===== config.mk =====
export PLATFORM = sky130hd
export DESIGN_NAME = command_host_fifo_config
export DESIGN_NICKNAME = d
export VERILOG_FILES = /design/src/cmd_fifo_cfg_pkg.sv /design/src/command_host_fifo_config.sv /design/src/fill_level_alert.sv
export SDC_FILE = /design/constraint.sdc
export NUM_CORES = 1
export LEC_CHECK = 0
export BUFFER_PORTS_ARGS = -buffer_cell sky130_fd_sc_hd__buf_4
export CORE_ASPECT_RATIO = 1.1
export CORE_MARGIN = 2
export CORE_UTILIZATION = 54
export DETAILED_ROUTE_END_ITERATION = 10
export PLACE_DENSITY = 0.76
export REMOVE_ABC_BUFFERS = 1
export SYNTH_ARGS = -nofsm -noshare
export SYNTH_HDL_FRONTEND = slang
export SYNTH_SLANG_ARGS = --single-unit
export TNS_END_PERCENT = 50

===== constraint.sdc =====
create_clock -name clk -period 9.3 [get_ports clk]
set_input_delay 1.395 -clock clk [delete_from_list [all_inputs] [get_ports clk]]
set_output_delay 1.395 -clock clk [all_outputs]
set_load 0.005 [all_outputs]

===== src/cmd_fifo_cfg_pkg.sv =====
// package: offsets, field positions, reset values, sizes and port encodings of the config bank
`default_nettype none
package cmd_fifo_cfg_pkg;

  // ****************************************
  // register offsets
  // ****************************************
  localparam logic [7:0] OFS_COMMAND_CONTROL = 8'h00;
  localparam logic [7:0] OFS_HOST_ACCESS_CONTROL = 8'h01;
  localparam logic [7:0] OFS_BUFFER_SETUP = 8'h02;
  localparam logic [7:0] OFS_FILL_THRESHOLD = 8'h03;
  localparam logic [7:0] OFS_FILL_COUNT = 8'h04;
  localparam logic [7:0] OFS_BUFFER_PORT = 8'h05;

  // ****************************************
  // field positions
  // ****************************************
  localparam int POS_STANDBY = 7;
  localparam int POS_RADIO_POWER_DOWN = 6;
  localparam int POS_CMD_HI = 4;
  localparam int POS_HOST_REG_UNLOCK = 7;
  localparam int POS_HOST_OWNS_BUS = 6;
  localparam int POS_SECURE_MODULE_OWNS_BUS = 5;
  localparam int POS_PORT_SEL_HI = 3;
  localparam int POS_PORT_SEL_LO = 2;
  localparam int POS_BUFFER_SIZE_SEL = 7;
  localparam int POS_NEAR_FULL = 6;
  localparam int POS_NEAR_EMPTY = 5;
  localparam int POS_BUFFER_CLEAR = 4;
  localparam int POS_THRESHOLD_MSB = 2;

  // ****************************************
  // reset values and sizes
  // ****************************************
  localparam logic [7:0] RST_COMMAND_CONTROL = 8'h00;
  localparam logic [7:0] RST_HOST_ACCESS_CONTROL = 8'h00;
  localparam logic [7:0] RST_BUFFER_SETUP = 8'h00;
  localparam logic [7:0] RST_FILL_THRESHOLD = 8'h00;
  localparam logic [9:0] SIZE_SMALL = 10'h0ff;
  localparam logic [9:0] SIZE_LARGE = 10'h200;

  // ****************************************
  // secure module port encodings
  // ****************************************
  typedef enum logic [1:0] {
    PORT_OFF = 2'b00,
    PORT_SPI = 2'b01,
    PORT_SLOW_TWO_WIRE = 2'b10,
    PORT_TWO_WIRE = 2'b11
  } port_sel_t;

endpackage
`default_nettype wire


===== src/command_host_fifo_config.sv =====
// module: command, host access and buffer setup register bank
`default_nettype none
module command_host_fifo_config
  import cmd_fifo_cfg_pkg::*;
(
  // clock and reset
  input wire logic clk,
  input wire logic sys_rst,
  // register access from host port logic
  input wire logic addr_load,
  input wire logic [7:0] addr_in,
  input wire logic wr_en,
  input wire logic rd_en,
  input wire logic [7:0] wr_data,
  output logic [7:0] rd_data,
  output logic rd_valid,
  output logic [7:0] addr_ptr,
  // buffer data path
  output logic buf_push,
  output logic buf_pop,
  output logic buf_clear,
  // command and power control
  output logic [4:0] command,
  output logic command_start,
  output logic standby,
  output logic radio_power_down,
  // bus ownership and secure module port
  output logic host_owns_bus,
  output logic secure_module_owns_bus,
  output logic [1:0] secure_module_port_sel,
  output logic spi_port_en,
  output logic slow_two_wire_en,
  output logic two_wire_en,
  // buffer state
  output logic near_full_flag,
  output logic near_empty_flag,
  output logic [9:0] fill_count
);
  import cmd_fifo_cfg_pkg::*;

  // ****************************************
  // register layout
  // ****************************************
  // 00h command_control
  //   [7] standby, power-down request
  //   [6] radio_power_down, receiver and transmitter off
  //   [5] reserved, reads 0
  //   [4:0] command code, any write restarts it
  // 01h host_access_control
  //   [7] host_reg_unlock, cleared by the next write unless it sets the bit
  //   [6] host_owns_bus, set only while unlocked
  //   [5] secure_module_owns_bus, set only while unlocked
  //   [4] reserved, reads 0
  //   [3:2] secure_module_port_sel
  //   [1:0] reserved, read 0
  // 02h buffer_setup
  //   [7] buffer_size_sel, 1 small, 0 large
  //   [6] near_full_flag, read only
  //   [5] near_empty_flag, read only
  //   [4] buffer_clear, write only, reads 0
  //   [3] reserved, reads 0
  //   [2] threshold_msb, used in large mode only
  //   [1:0] fill_count_msbs, read only
  // 03h fill_threshold, threshold_low_bits
  // 04h fill count low byte, read only
  // 05h buffer_port, pointer does not advance

  // ****************************************
  // state
  // ****************************************
  typedef struct packed {
    logic [7:0] cmd_reg;
    logic [7:0] host_reg;
    logic size_sel;
    logic thr_msb;
    logic [7:0] thr_low;
    logic [7:0] ptr;
    logic [7:0] rdat;
    logic rvld;
    logic push;
    logic pop;
    logic clr;
    logic start;
    logic nf;
    logic ne;
    logic [9:0] cnt;
    logic spi_en;
    logic slow_en;
    logic tw_en;
  } st_t;
  st_t q, d;

  logic [7:0] acc_addr;
  logic [9:0] cnt_now;
  logic nf_now;
  logic ne_now;
  logic both_own;
  logic unlocked;

  // ****************************************
  // fill counter and alerts
  // ****************************************
  fill_level_alert #(
    .CNT_W(10)
  ) u_level (
    .clk(clk),
    .sys_rst(sys_rst),
    .push(q.push),
    .pop(q.pop),
    .clear(q.clr),
    .size_small(q.size_sel),
    .threshold({q.thr_msb, q.thr_low}),
    .count(cnt_now),
    .near_full(nf_now),
    .near_empty(ne_now)
  );

  // access address: a fresh address or the running pointer
  assign acc_addr = addr_load ? addr_in : q.ptr;
  assign unlocked = q.host_reg[POS_HOST_REG_UNLOCK];
  assign both_own = wr_data[POS_HOST_OWNS_BUS] && wr_data[POS_SECURE_MODULE_OWNS_BUS];

  // ****************************************
  // next state
  // ****************************************
  always_comb
  begin
    d = q;
    d.rvld = 1'b0;
    d.push = 1'b0;
    d.pop = 1'b0;
    d.clr = 1'b0;
    d.start = 1'b0;
    d.nf = nf_now;
    d.ne = ne_now;
    d.cnt = cnt_now;
    if (addr_load)
    begin
      d.ptr = addr_in;
    end
    if (wr_en)
    begin
      unique case (acc_addr)
        OFS_COMMAND_CONTROL:
        begin
          d.cmd_reg = {wr_data[7:6], 1'b0, wr_data[4:0]};
          d.start = 1'b1;
          d.host_reg[POS_HOST_REG_UNLOCK] = 1'b0;
        end
        OFS_HOST_ACCESS_CONTROL:
        begin
          // unlock bit only survives a write that sets it
          d.host_reg[POS_HOST_REG_UNLOCK] = wr_data[POS_HOST_REG_UNLOCK];
          d.host_reg[POS_PORT_SEL_HI:POS_PORT_SEL_LO] = wr_data[POS_PORT_SEL_HI:POS_PORT_SEL_LO];
          if (!both_own)
          begin
            // setting needs unlock, clearing is always allowed
            d.host_reg[POS_HOST_OWNS_BUS] = wr_data[POS_HOST_OWNS_BUS]
              && (unlocked || q.host_reg[POS_HOST_OWNS_BUS]);
            d.host_reg[POS_SECURE_MODULE_OWNS_BUS] = wr_data[POS_SECURE_MODULE_OWNS_BUS]
              && (unlocked || q.host_reg[POS_SECURE_MODULE_OWNS_BUS]);
          end
        end
        OFS_BUFFER_SETUP:
        begin
          d.size_sel = wr_data[POS_BUFFER_SIZE_SEL];
          d.thr_msb = wr_data[POS_THRESHOLD_MSB];
          d.clr = wr_data[POS_BUFFER_CLEAR];
          d.host_reg[POS_HOST_REG_UNLOCK] = 1'b0;
        end
        OFS_FILL_THRESHOLD:
        begin
          d.thr_low = wr_data;
          d.host_reg[POS_HOST_REG_UNLOCK] = 1'b0;
        end
        OFS_BUFFER_PORT:
        begin
          d.push = 1'b1;
          d.host_reg[POS_HOST_REG_UNLOCK] = 1'b0;
        end
        default:
        begin
          d.host_reg[POS_HOST_REG_UNLOCK] = 1'b0;
        end
      endcase
    end
    else if (rd_en)
    begin
      d.rvld = 1'b1;
      unique case (acc_addr)
        OFS_COMMAND_CONTROL:
        begin
          // reserved bit is held at 0
          d.rdat = q.cmd_reg;
        end
        OFS_HOST_ACCESS_CONTROL:
        begin
          // unlock, ownership and port select
          d.rdat = q.host_reg;
        end
        OFS_BUFFER_SETUP:
        begin
          // live alerts and count msbs, clear bit reads 0
          d.rdat = {q.size_sel, nf_now, ne_now, 1'b0, 1'b0, q.thr_msb,
            cnt_now[9:8]};
        end
        OFS_FILL_THRESHOLD:
        begin
          // low threshold byte
          d.rdat = q.thr_low;
        end
        OFS_FILL_COUNT:
        begin
          // low count byte pairs with setup bits 1:0
          d.rdat = cnt_now[7:0];
        end
        OFS_BUFFER_PORT:
        begin
          d.rdat = 8'h00; // data bytes come from the buffer itself
          d.pop = 1'b1;
        end
        default:
        begin
          // unmapped addresses read 0
          d.rdat = 8'h00;
        end
      endcase
    end
    // pointer advances except on the buffer port
    if ((wr_en || rd_en) && acc_addr != OFS_BUFFER_PORT)
    begin
      d.ptr = acc_addr + 8'h01;
    end
    // decoded secure module port enables
    d.spi_en = port_sel_t'(d.host_reg[POS_PORT_SEL_HI:POS_PORT_SEL_LO]) == PORT_SPI;
    d.slow_en = port_sel_t'(d.host_reg[POS_PORT_SEL_HI:POS_PORT_SEL_LO])
      == PORT_SLOW_TWO_WIRE;
    d.tw_en = port_sel_t'(d.host_reg[POS_PORT_SEL_HI:POS_PORT_SEL_LO]) == PORT_TWO_WIRE;
  end

  // ****************************************
  // registers
  // ****************************************
  always_ff @(posedge clk or posedge sys_rst)
  begin
    if (sys_rst)
    begin
      q <= '0;
      q.cmd_reg <= RST_COMMAND_CONTROL;
      q.host_reg <= RST_HOST_ACCESS_CONTROL;
      q.thr_low <= RST_FILL_THRESHOLD;
      q.size_sel <= RST_BUFFER_SETUP[POS_BUFFER_SIZE_SEL];
      q.ne <= 1'b1;
    end
    else
    begin
      q <= d;
    end
  end

  // outputs straight from flops
  assign rd_data = q.rdat;
  assign rd_valid = q.rvld;
  assign addr_ptr = q.ptr;
  assign buf_push = q.push;
  assign buf_pop = q.pop;
  assign buf_clear = q.clr;
  assign command = q.cmd_reg[POS_CMD_HI:0];
  assign command_start = q.start;
  assign standby = q.cmd_reg[POS_STANDBY];
  assign radio_power_down = q.cmd_reg[POS_RADIO_POWER_DOWN];
  assign host_owns_bus = q.host_reg[POS_HOST_OWNS_BUS];
  assign secure_module_owns_bus = q.host_reg[POS_SECURE_MODULE_OWNS_BUS];
  assign secure_module_port_sel = q.host_reg[POS_PORT_SEL_HI:POS_PORT_SEL_LO];
  assign spi_port_en = q.spi_en;
  assign slow_two_wire_en = q.slow_en;
  assign two_wire_en = q.tw_en;
  assign near_full_flag = q.nf;
  assign near_empty_flag = q.ne;
  assign fill_count = q.cnt;
endmodule
`default_nettype wire


===== src/fill_level_alert.sv =====
// module: buffer fill counter with near-full and near-empty comparison
`default_nettype none
module fill_level_alert
  import cmd_fifo_cfg_pkg::*;
#(
  parameter int CNT_W = 10
)
(
  // clock and reset
  input wire logic clk,
  input wire logic sys_rst,
  // buffer port strobes and setup
  input wire logic push,
  input wire logic pop,
  input wire logic clear,
  input wire logic size_small,
  input wire logic [8:0] threshold,
  // state
  output logic [CNT_W-1:0] count,
  output logic near_full,
  output logic near_empty
);
  typedef struct packed {
    logic [CNT_W-1:0] cnt;
  } st_t;
  st_t q, d;
  logic [CNT_W-1:0] cap;
  logic [CNT_W-1:0] thr;

  // count update, clear wins over strobes
  always_comb
  begin
    d = q;
    if (clear)
    begin
      d.cnt = '0;
    end
    else if (push && !pop && q.cnt < cap)
    begin
      d.cnt = q.cnt + 1'b1;
    end
    else if (pop && !push && q.cnt != '0)
    begin
      d.cnt = q.cnt - 1'b1;
    end
  end

  always_ff @(posedge clk or posedge sys_rst)
  begin
    if (sys_rst)
    begin
      q <= '0;
    end
    else
    begin
      q <= d;
    end
  end

  // capacity and threshold, msb only in large mode
  assign cap = size_small ? SIZE_SMALL : SIZE_LARGE;
  assign thr = size_small ? {2'b00, threshold[7:0]} : {1'b0, threshold};
  assign count = q.cnt;
  assign near_full = (cap - q.cnt) <= thr;
  assign near_empty = q.cnt <= thr;
endmodule
`default_nettype wire


# Yosys cells after proc, flatten, opt, wreduce, memory -nomap -nowiden
# Index checks and enable logic that the tools add are counted.
# Widths: inputs -> output; s select.
dict set report word_totals {
  register_bits 68
  elab_cells 80
  out_inout_bits 47
  inputBits 21
}
dict set report op_classes {
  n_reduce_logical 21
  eq_ne 9
  order_cmp 3
  bitwise 2
  add_sub_neg 4
  mux 20
}
# op count
set ops {}
lappend ops {{$mux 10} 4}
lappend ops {{$pmux 8 s5} 1}
lappend ops {{$le 10x10->1} 2}
lappend ops {{$eq 8x2->1 const B} 2}
lappend ops {{$eq 8x3->1 const B} 2}
lappend ops {{$mux 8} 2}
lappend ops {{$add 10x1->10 const B} 1}
lappend ops {{$lt 10x10->1} 1}
lappend ops {{$reduce_bool 10->1} 1}
lappend ops {{$sub 10x1->10 const B} 1}
lappend ops {{$sub 10x10->10} 1}
lappend ops {{$mux 1} 9}
lappend ops {{$mux 9} 1}
lappend ops {{$add 8x1->8 const B} 1}
lappend ops {{$eq 8x1->1 const B} 1}
lappend ops {{$logic_and 1x1->1} 8}
lappend ops {{$logic_not 8->1} 1}
lappend ops {{$ne 8x3->1 const B} 1}
lappend ops {{$reduce_and 2->1} 4}
lappend ops {{$mux 2} 3}
lappend ops {{$eq 2x2->1 const B} 2}
lappend ops {{$logic_or 1x1->1} 3}
lappend ops {{$reduce_and 3->1} 1}
lappend ops {{$reduce_bool 3->1} 1}
lappend ops {{3 further kinds} 5}

# Depth between registers and ports, before layout
dict set report depth {
  word_depth 6
  ltp_mapped 17
  ltp_nobuf 17
}

# Cells and area by module
# Synthesis repeated with hierarchy kept, for this count alone.
dict set report hier_totals {
  cells_unflattened 467
  area_unflattened_um2 4600.7
}
# module instances cells_per_inst area_each_um2 seq_area_each_um2
set modules_own_cells {}
lappend modules_own_cells {command_host_fifo_config 1 254 2886.5 1452.6}
lappend modules_own_cells {fill_level_alert 1 213 1714.1 250.2}

# Worst setup path after synthesis
# Ideal clock, no wire load.
dict set report synth_timing {
  path_type {flip-flop to flip-flop}
  startpoint {reg q[45] in the netlist's numbering}
  endpoint {reg u_level.q, in the netlist u_level.count[9]}
  setup_time_ns 0.104
  required_ns 9.196
  n_path_buf 0
  path_stages_with_launch 17
  path_slack_ns 5.579
  arrival_time_ns 3.617
  synth_period_minus_slack_ns 3.721
  cell_sequence {dfrtp_1 > inv_1 > ha_1 > fa_1 > nor2b_4 > o31a_1 > o31a_1 > o41a_4 > inv_1 > ha_1 > a21o_1 > a21oi_1 > a21oi_1 > o211ai_1 > nand2_1 > xnor2_1 > o311ai_1}
}
dict set report synth_between {
  elab_chain_len 5
  elab_cells_between_ends 6
  cone_classes {1 x order compare; 3 x mux; 2 x reduce/logical}
}
# element line
set synth_rtl {}
lappend synth_rtl {{from (decl)} command_host_fifo_config.sv:91} ;# st_t q, d;
lappend synth_rtl {{$mux 10 *} fill_level_alert.sv:61} ;# assign cap = size_small ? SIZE_SMALL : SIZE_LARGE;
lappend synth_rtl {{$lt 10x10->1 *} fill_level_alert.sv:38} ;# else if (push && !pop && q.cnt < cap)
lappend synth_rtl {{$logic_and 1x1->1 *} fill_level_alert.sv:38}
lappend synth_rtl {{$mux 10} fill_level_alert.sv:38}
lappend synth_rtl {{$mux 10} fill_level_alert.sv:34} ;# if (clear)
lappend synth_rtl {{to (signal assigned)} fill_level_alert.sv:52} ;# q <= '0;
lappend synth_rtl {{to (signal assigned)} fill_level_alert.sv:56} ;# q <= d;
lappend synth_rtl {{to (decl)} fill_level_alert.sv:26} ;# st_t q, d;
# Every way passes the cells marked *; elsewhere a longest branch is shown, timed or not.
# A chain may end at the register's enable or synchronous reset.

# Worst setup path in the final report
# Same ends and word-level chain as after synthesis.

==> results by group <==
Synthesis
  • Top post-synthesis cells by count: sky130_fd_sc_hd__dfrtp_1, sky130_fd_sc_hd__nand2_1, sky130_fd_sc_hd__ha_1
  • Post-synthesis share of cell area spent on and, or, nand and nor gates: 14.39%
  • Count of different cell masters after synthesis: 55
  • Warnings from Yosys: 0
  • Async set-or-reset flop fraction in the synthesized netlist: 100.0%
  • Most common cell in the netlist: sky130_fd_sc_hd__dfrtp_1
  • Area leader, netlist: sky130_fd_sc_hd__dfrtp_1
  • Dominant cells by area after synthesis: sky130_fd_sc_hd__dfrtp_1, sky130_fd_sc_hd__ha_1, sky130_fd_sc_hd__buf_4, sky130_fd_sc_hd__mux2_2, sky130_fd_sc_hd__nand2_1
  • Syn avg cell area: 9.669 um^2
  • Synth Flop Type: sky130_fd_sc_hd__dfrtp_1
  • Dominant combinational cell family by area after synthesis: compound AO/OA/AOI/OAI gates
  • Fraction of post-synthesis cell area in the top cell type by area: 37.45%
  • Sequential element share of the synthesized area: 38.04%
  • Synth Instances: 463
  • Area of the mapped netlist: 0.004477 mm^2
  • Synthesized-area fraction occupied by ao, oa, aoi and oai cells: 15.23%
  • Area share of fa/ha/maj cells after synthesis: 12.07%
  • Share of synthesized area spent on multiplexers: 6.568%
  • Post-synthesis sequential element count: 68
  • Xor/xnor cell area share of the yosys netlist: 4.108%
  • Number of enable flip-flop cells after synthesis: 0

Timing
  • Final count of hold timing violations: 0
  • Maximum frequency from static timing analysis: 239.8 MHz
  • Setup-failing EPs final: 0
  • Final total negative setup slack: 0 ns
  • Worst hold margin: 0.4809 ns
  • Least-Margin Pin Slew: 0.8407 ns
  • Setup repair after global routing missed its margin: no
  • Share of the cycle needed by the critical path after routing: 44.84%
  • Post-Route Skew: 0.008265 ns
  • Tightest slew margin relative to the limit: 43.95%
  • Final worst path period need: 4.170 ns
  • Final-report max-slew violation count: 0

Clock tree
  • Total CTS buffers: 9
  • Clock buffer depth: 2
  • Htree depth: 3
  • Post-CTS setup buffer count: 0
  • Number of gates given a new drive strength after cts: 0
  • Clock tree from TritonCTS: done
  • CTS clk-pin slew, worst paths: 0.07 ns
  • Buffer cell driving the clock tree root: sky130_fd_sc_hd__clkbuf_8
  • CTS hold repair buffers: 0
  • Sinks on the clock net: 68
  • Clock latency reported for the late side of the worst-skew pair: 0.36 ns

GRT
  • Via count of the first global-routing pass: 3454
  • Initial antenna violation count: 0
  • Global Route Usage Sum: 24.55%
  • Pin count of the biggest net entering global routing: 69
  • First-pass GRT wire length: 17260 um
  • Grt total ovfl: 0

Critical path
  • Startpoint-to-endpoint class of the critical path: register to register
  • CP Launch Point: q[45]
  • Setup crit end: u_level.count[9]
  • Nature of the critical path endpoint: register
  • Number of buffer and inverter instances along the worst setup path: 2
  • Worst-path fanout max: 10
  • Top cell family by delay on the critical path: compound AO/OA/AOI/OAI gates
  • Crit-path slowest cell: sky130_fd_sc_hd__dfrtp_1
  • Number of logic stages on the critical path including buffering: 16
  • Cell count of the worst reg-to-reg path: 16
  • Worst reg2reg startpoint: q[45]
  • Worst Setup Start Kind: register
  • Worst path max stage delay: 0.54 ns
  • Series of cell instances along the critical path: inv_1, ha_1, fa_1, nor2b_4, o31a_1, o31a_1, o41a_4, inv_1, ha_1, a21o_1, a21oi_1, a21oi_1, o211ai_1, nand2_1, xnor2_1, o311ai_1
  • Arrival time at the worst endpoint: 4.43 ns
  • WP data required: 9.56 ns
  • Register-to-register path setup slack: 5.13 ns
  • Worst R2R End: u_level.count[9]

Worst hold path
  • Cell depth of the worst hold path: 2
  • Hold WC Path Type: register to register

Job
  • Max-Cap Viols: 0

Pwr
  • Relative contribution of combinational cells to total power: 57.6%
  • Part of the power in the clock network: 14.5%
  • Fraction of power spent switching nets: 43.31%
  • Cell internal power dissipation: 0.8693 mW
  • Net switching power: 0.6640 mW
  • Leakage: 2.365 nW
  • Total power per unit cell area: 306.6 mW/mm^2
  • Seq pwr share: 27.9%
  • Peak VDD IR: 0.1673 mV

Drt
  • Number of design-rule violations left by the first detailed-router iteration: 269
  • Routed Wire Length: 10350 um
  • Drt wl/cell: 16.94 um
  • Remaining DRCs: 0
  • Post-route ant nets: 0
  • Via/cell ratio: 5.743
  • Via count: 3509
  • Detailed-router iteration count before antenna repair: 6

Finish
  • Number of nets in the layout: 562
  • Area Growth Syn to Fin: 11.71%
  • Share of post-route cells with drive strength above 1: 23.06%
  • ANT cells: 0

Floorplanning
  • Initial core utilization: 55.98%
  • Die Y-Extent: 99.50 um
  • Die outline width: 90.82 um
  • Cell Rows: 34
  • Core region area: 0.007998 mm^2
  • Ports: 68
  • Die area: 0.009036 mm^2

Place
  • GP Congestion: 0.9616
  • Number of port buffers: 67
  • HPWL after DPL: 7681 um

Run status
  • Status: finished clean
[worst min-delay path by stage]
stage                           startpoint       endpoint  slack [ns]
after floorplan           u_level.count[2]  fill_count[2]        0.44
after global placement          rd_data[0]     rd_data[0]        0.47
after detailed placement        rd_data[3]     rd_data[3]        0.47
after CTS                       rd_data[3]     rd_data[3]        0.49
after global routing            rd_data[4]     rd_data[4]        0.50
final                           rd_data[4]     rd_data[4]        0.48
[state kept, by name (all words and copies together) (netlist names), 2 cells and up]
register                cells
q                          11
fill_count                 10
u_level.count              10
addr_ptr                    8
rd_data                     8
command                     5
secure_module_port_sel      2
[tightest hold or removal path, cell delays in order (launching register included)]
cell and delay [ns]:
sky130_fd_sc_hd__dfrtp_1 0.35, sky130_fd_sc_hd__nand2_1 0.04, sky130_fd_sc_hd__o21ai_0 0.06
[metal layers]
layer  global-route usage [%]  wire (um)
met1                    32.13       4532
met2                    40.18       4989
met3                    4.924        577
met4                    10.26        250
met5                        0          0
[power by group through the flow]
| stage | registers (mW) | logic (mW) | clock network [mW] |
|---|---|---|---|
| floorplan | 0.407 | 0.656 | 0 |
| global placement | 0.430 | 0.848 | 0 |
| detailed placement | 0.431 | 0.871 | 0 |
| CTS | 0.427 | 0.878 | 0.226 |
| global route | 0.436 | 0.991 | 0.239 |
| finish | 0.427 | 0.883 | 0.223 |
[layout by cell type, fill, tap and decap left out, types with 9 or more instances in the layout]
master / n
sky130_fd_sc_hd__o21ai_0: 23
sky130_fd_sc_hd__a21oi_1: 25
sky130_fd_sc_hd__nor3_1: 9
sky130_fd_sc_hd__xnor2_1: 14
sky130_fd_sc_hd__inv_1: 32
sky130_fd_sc_hd__mux2_2: 19
sky130_fd_sc_hd__dfrtp_1: 67
sky130_fd_sc_hd__nor2_1: 35
sky130_fd_sc_hd__buf_4: 69
sky130_fd_sc_hd__clkbuf_8: 11
sky130_fd_sc_hd__ha_1: 40
sky130_fd_sc_hd__nand2_1: 43
[logic make-up (layout without fill, tap and decap cells)]
logic type	count (synthesis)	count (layout)
compound gates	100	100
flops	68	68
fa+ha+maj	42	42
xor+xnor	21	21
simple gates	128	128
mux	27	27
buf+inv	77	117
[final cells by class]
type                    instances  area (um^2)
multi-input cells             318         2345
clock buffers                  11        151.4
inverters                      33        123.9
fillers                       724         2997
repair buffers                 69        518.0
flip-flops and latches         68         1703
well taps                     108        135.1
clock inverters                 4        25.02
[stage by stage]
stage                     cells  util (%)  total power [mW]  instance area (um^2)  worst slack [ns]
after global placement      596     60.33             1.277                  4825             5.314
after detailed placement    596     60.33             1.302                  4825             5.177
after CTS                   611     62.53             1.530                  5001             5.164
final                       611     62.53             1.533                  5001             5.130
after floorplan             419         -             1.063                  4172             5.579
after global routing        611     62.53             1.665                  5001             4.846
No activity file was read; power rests on OpenSTA's default activity.
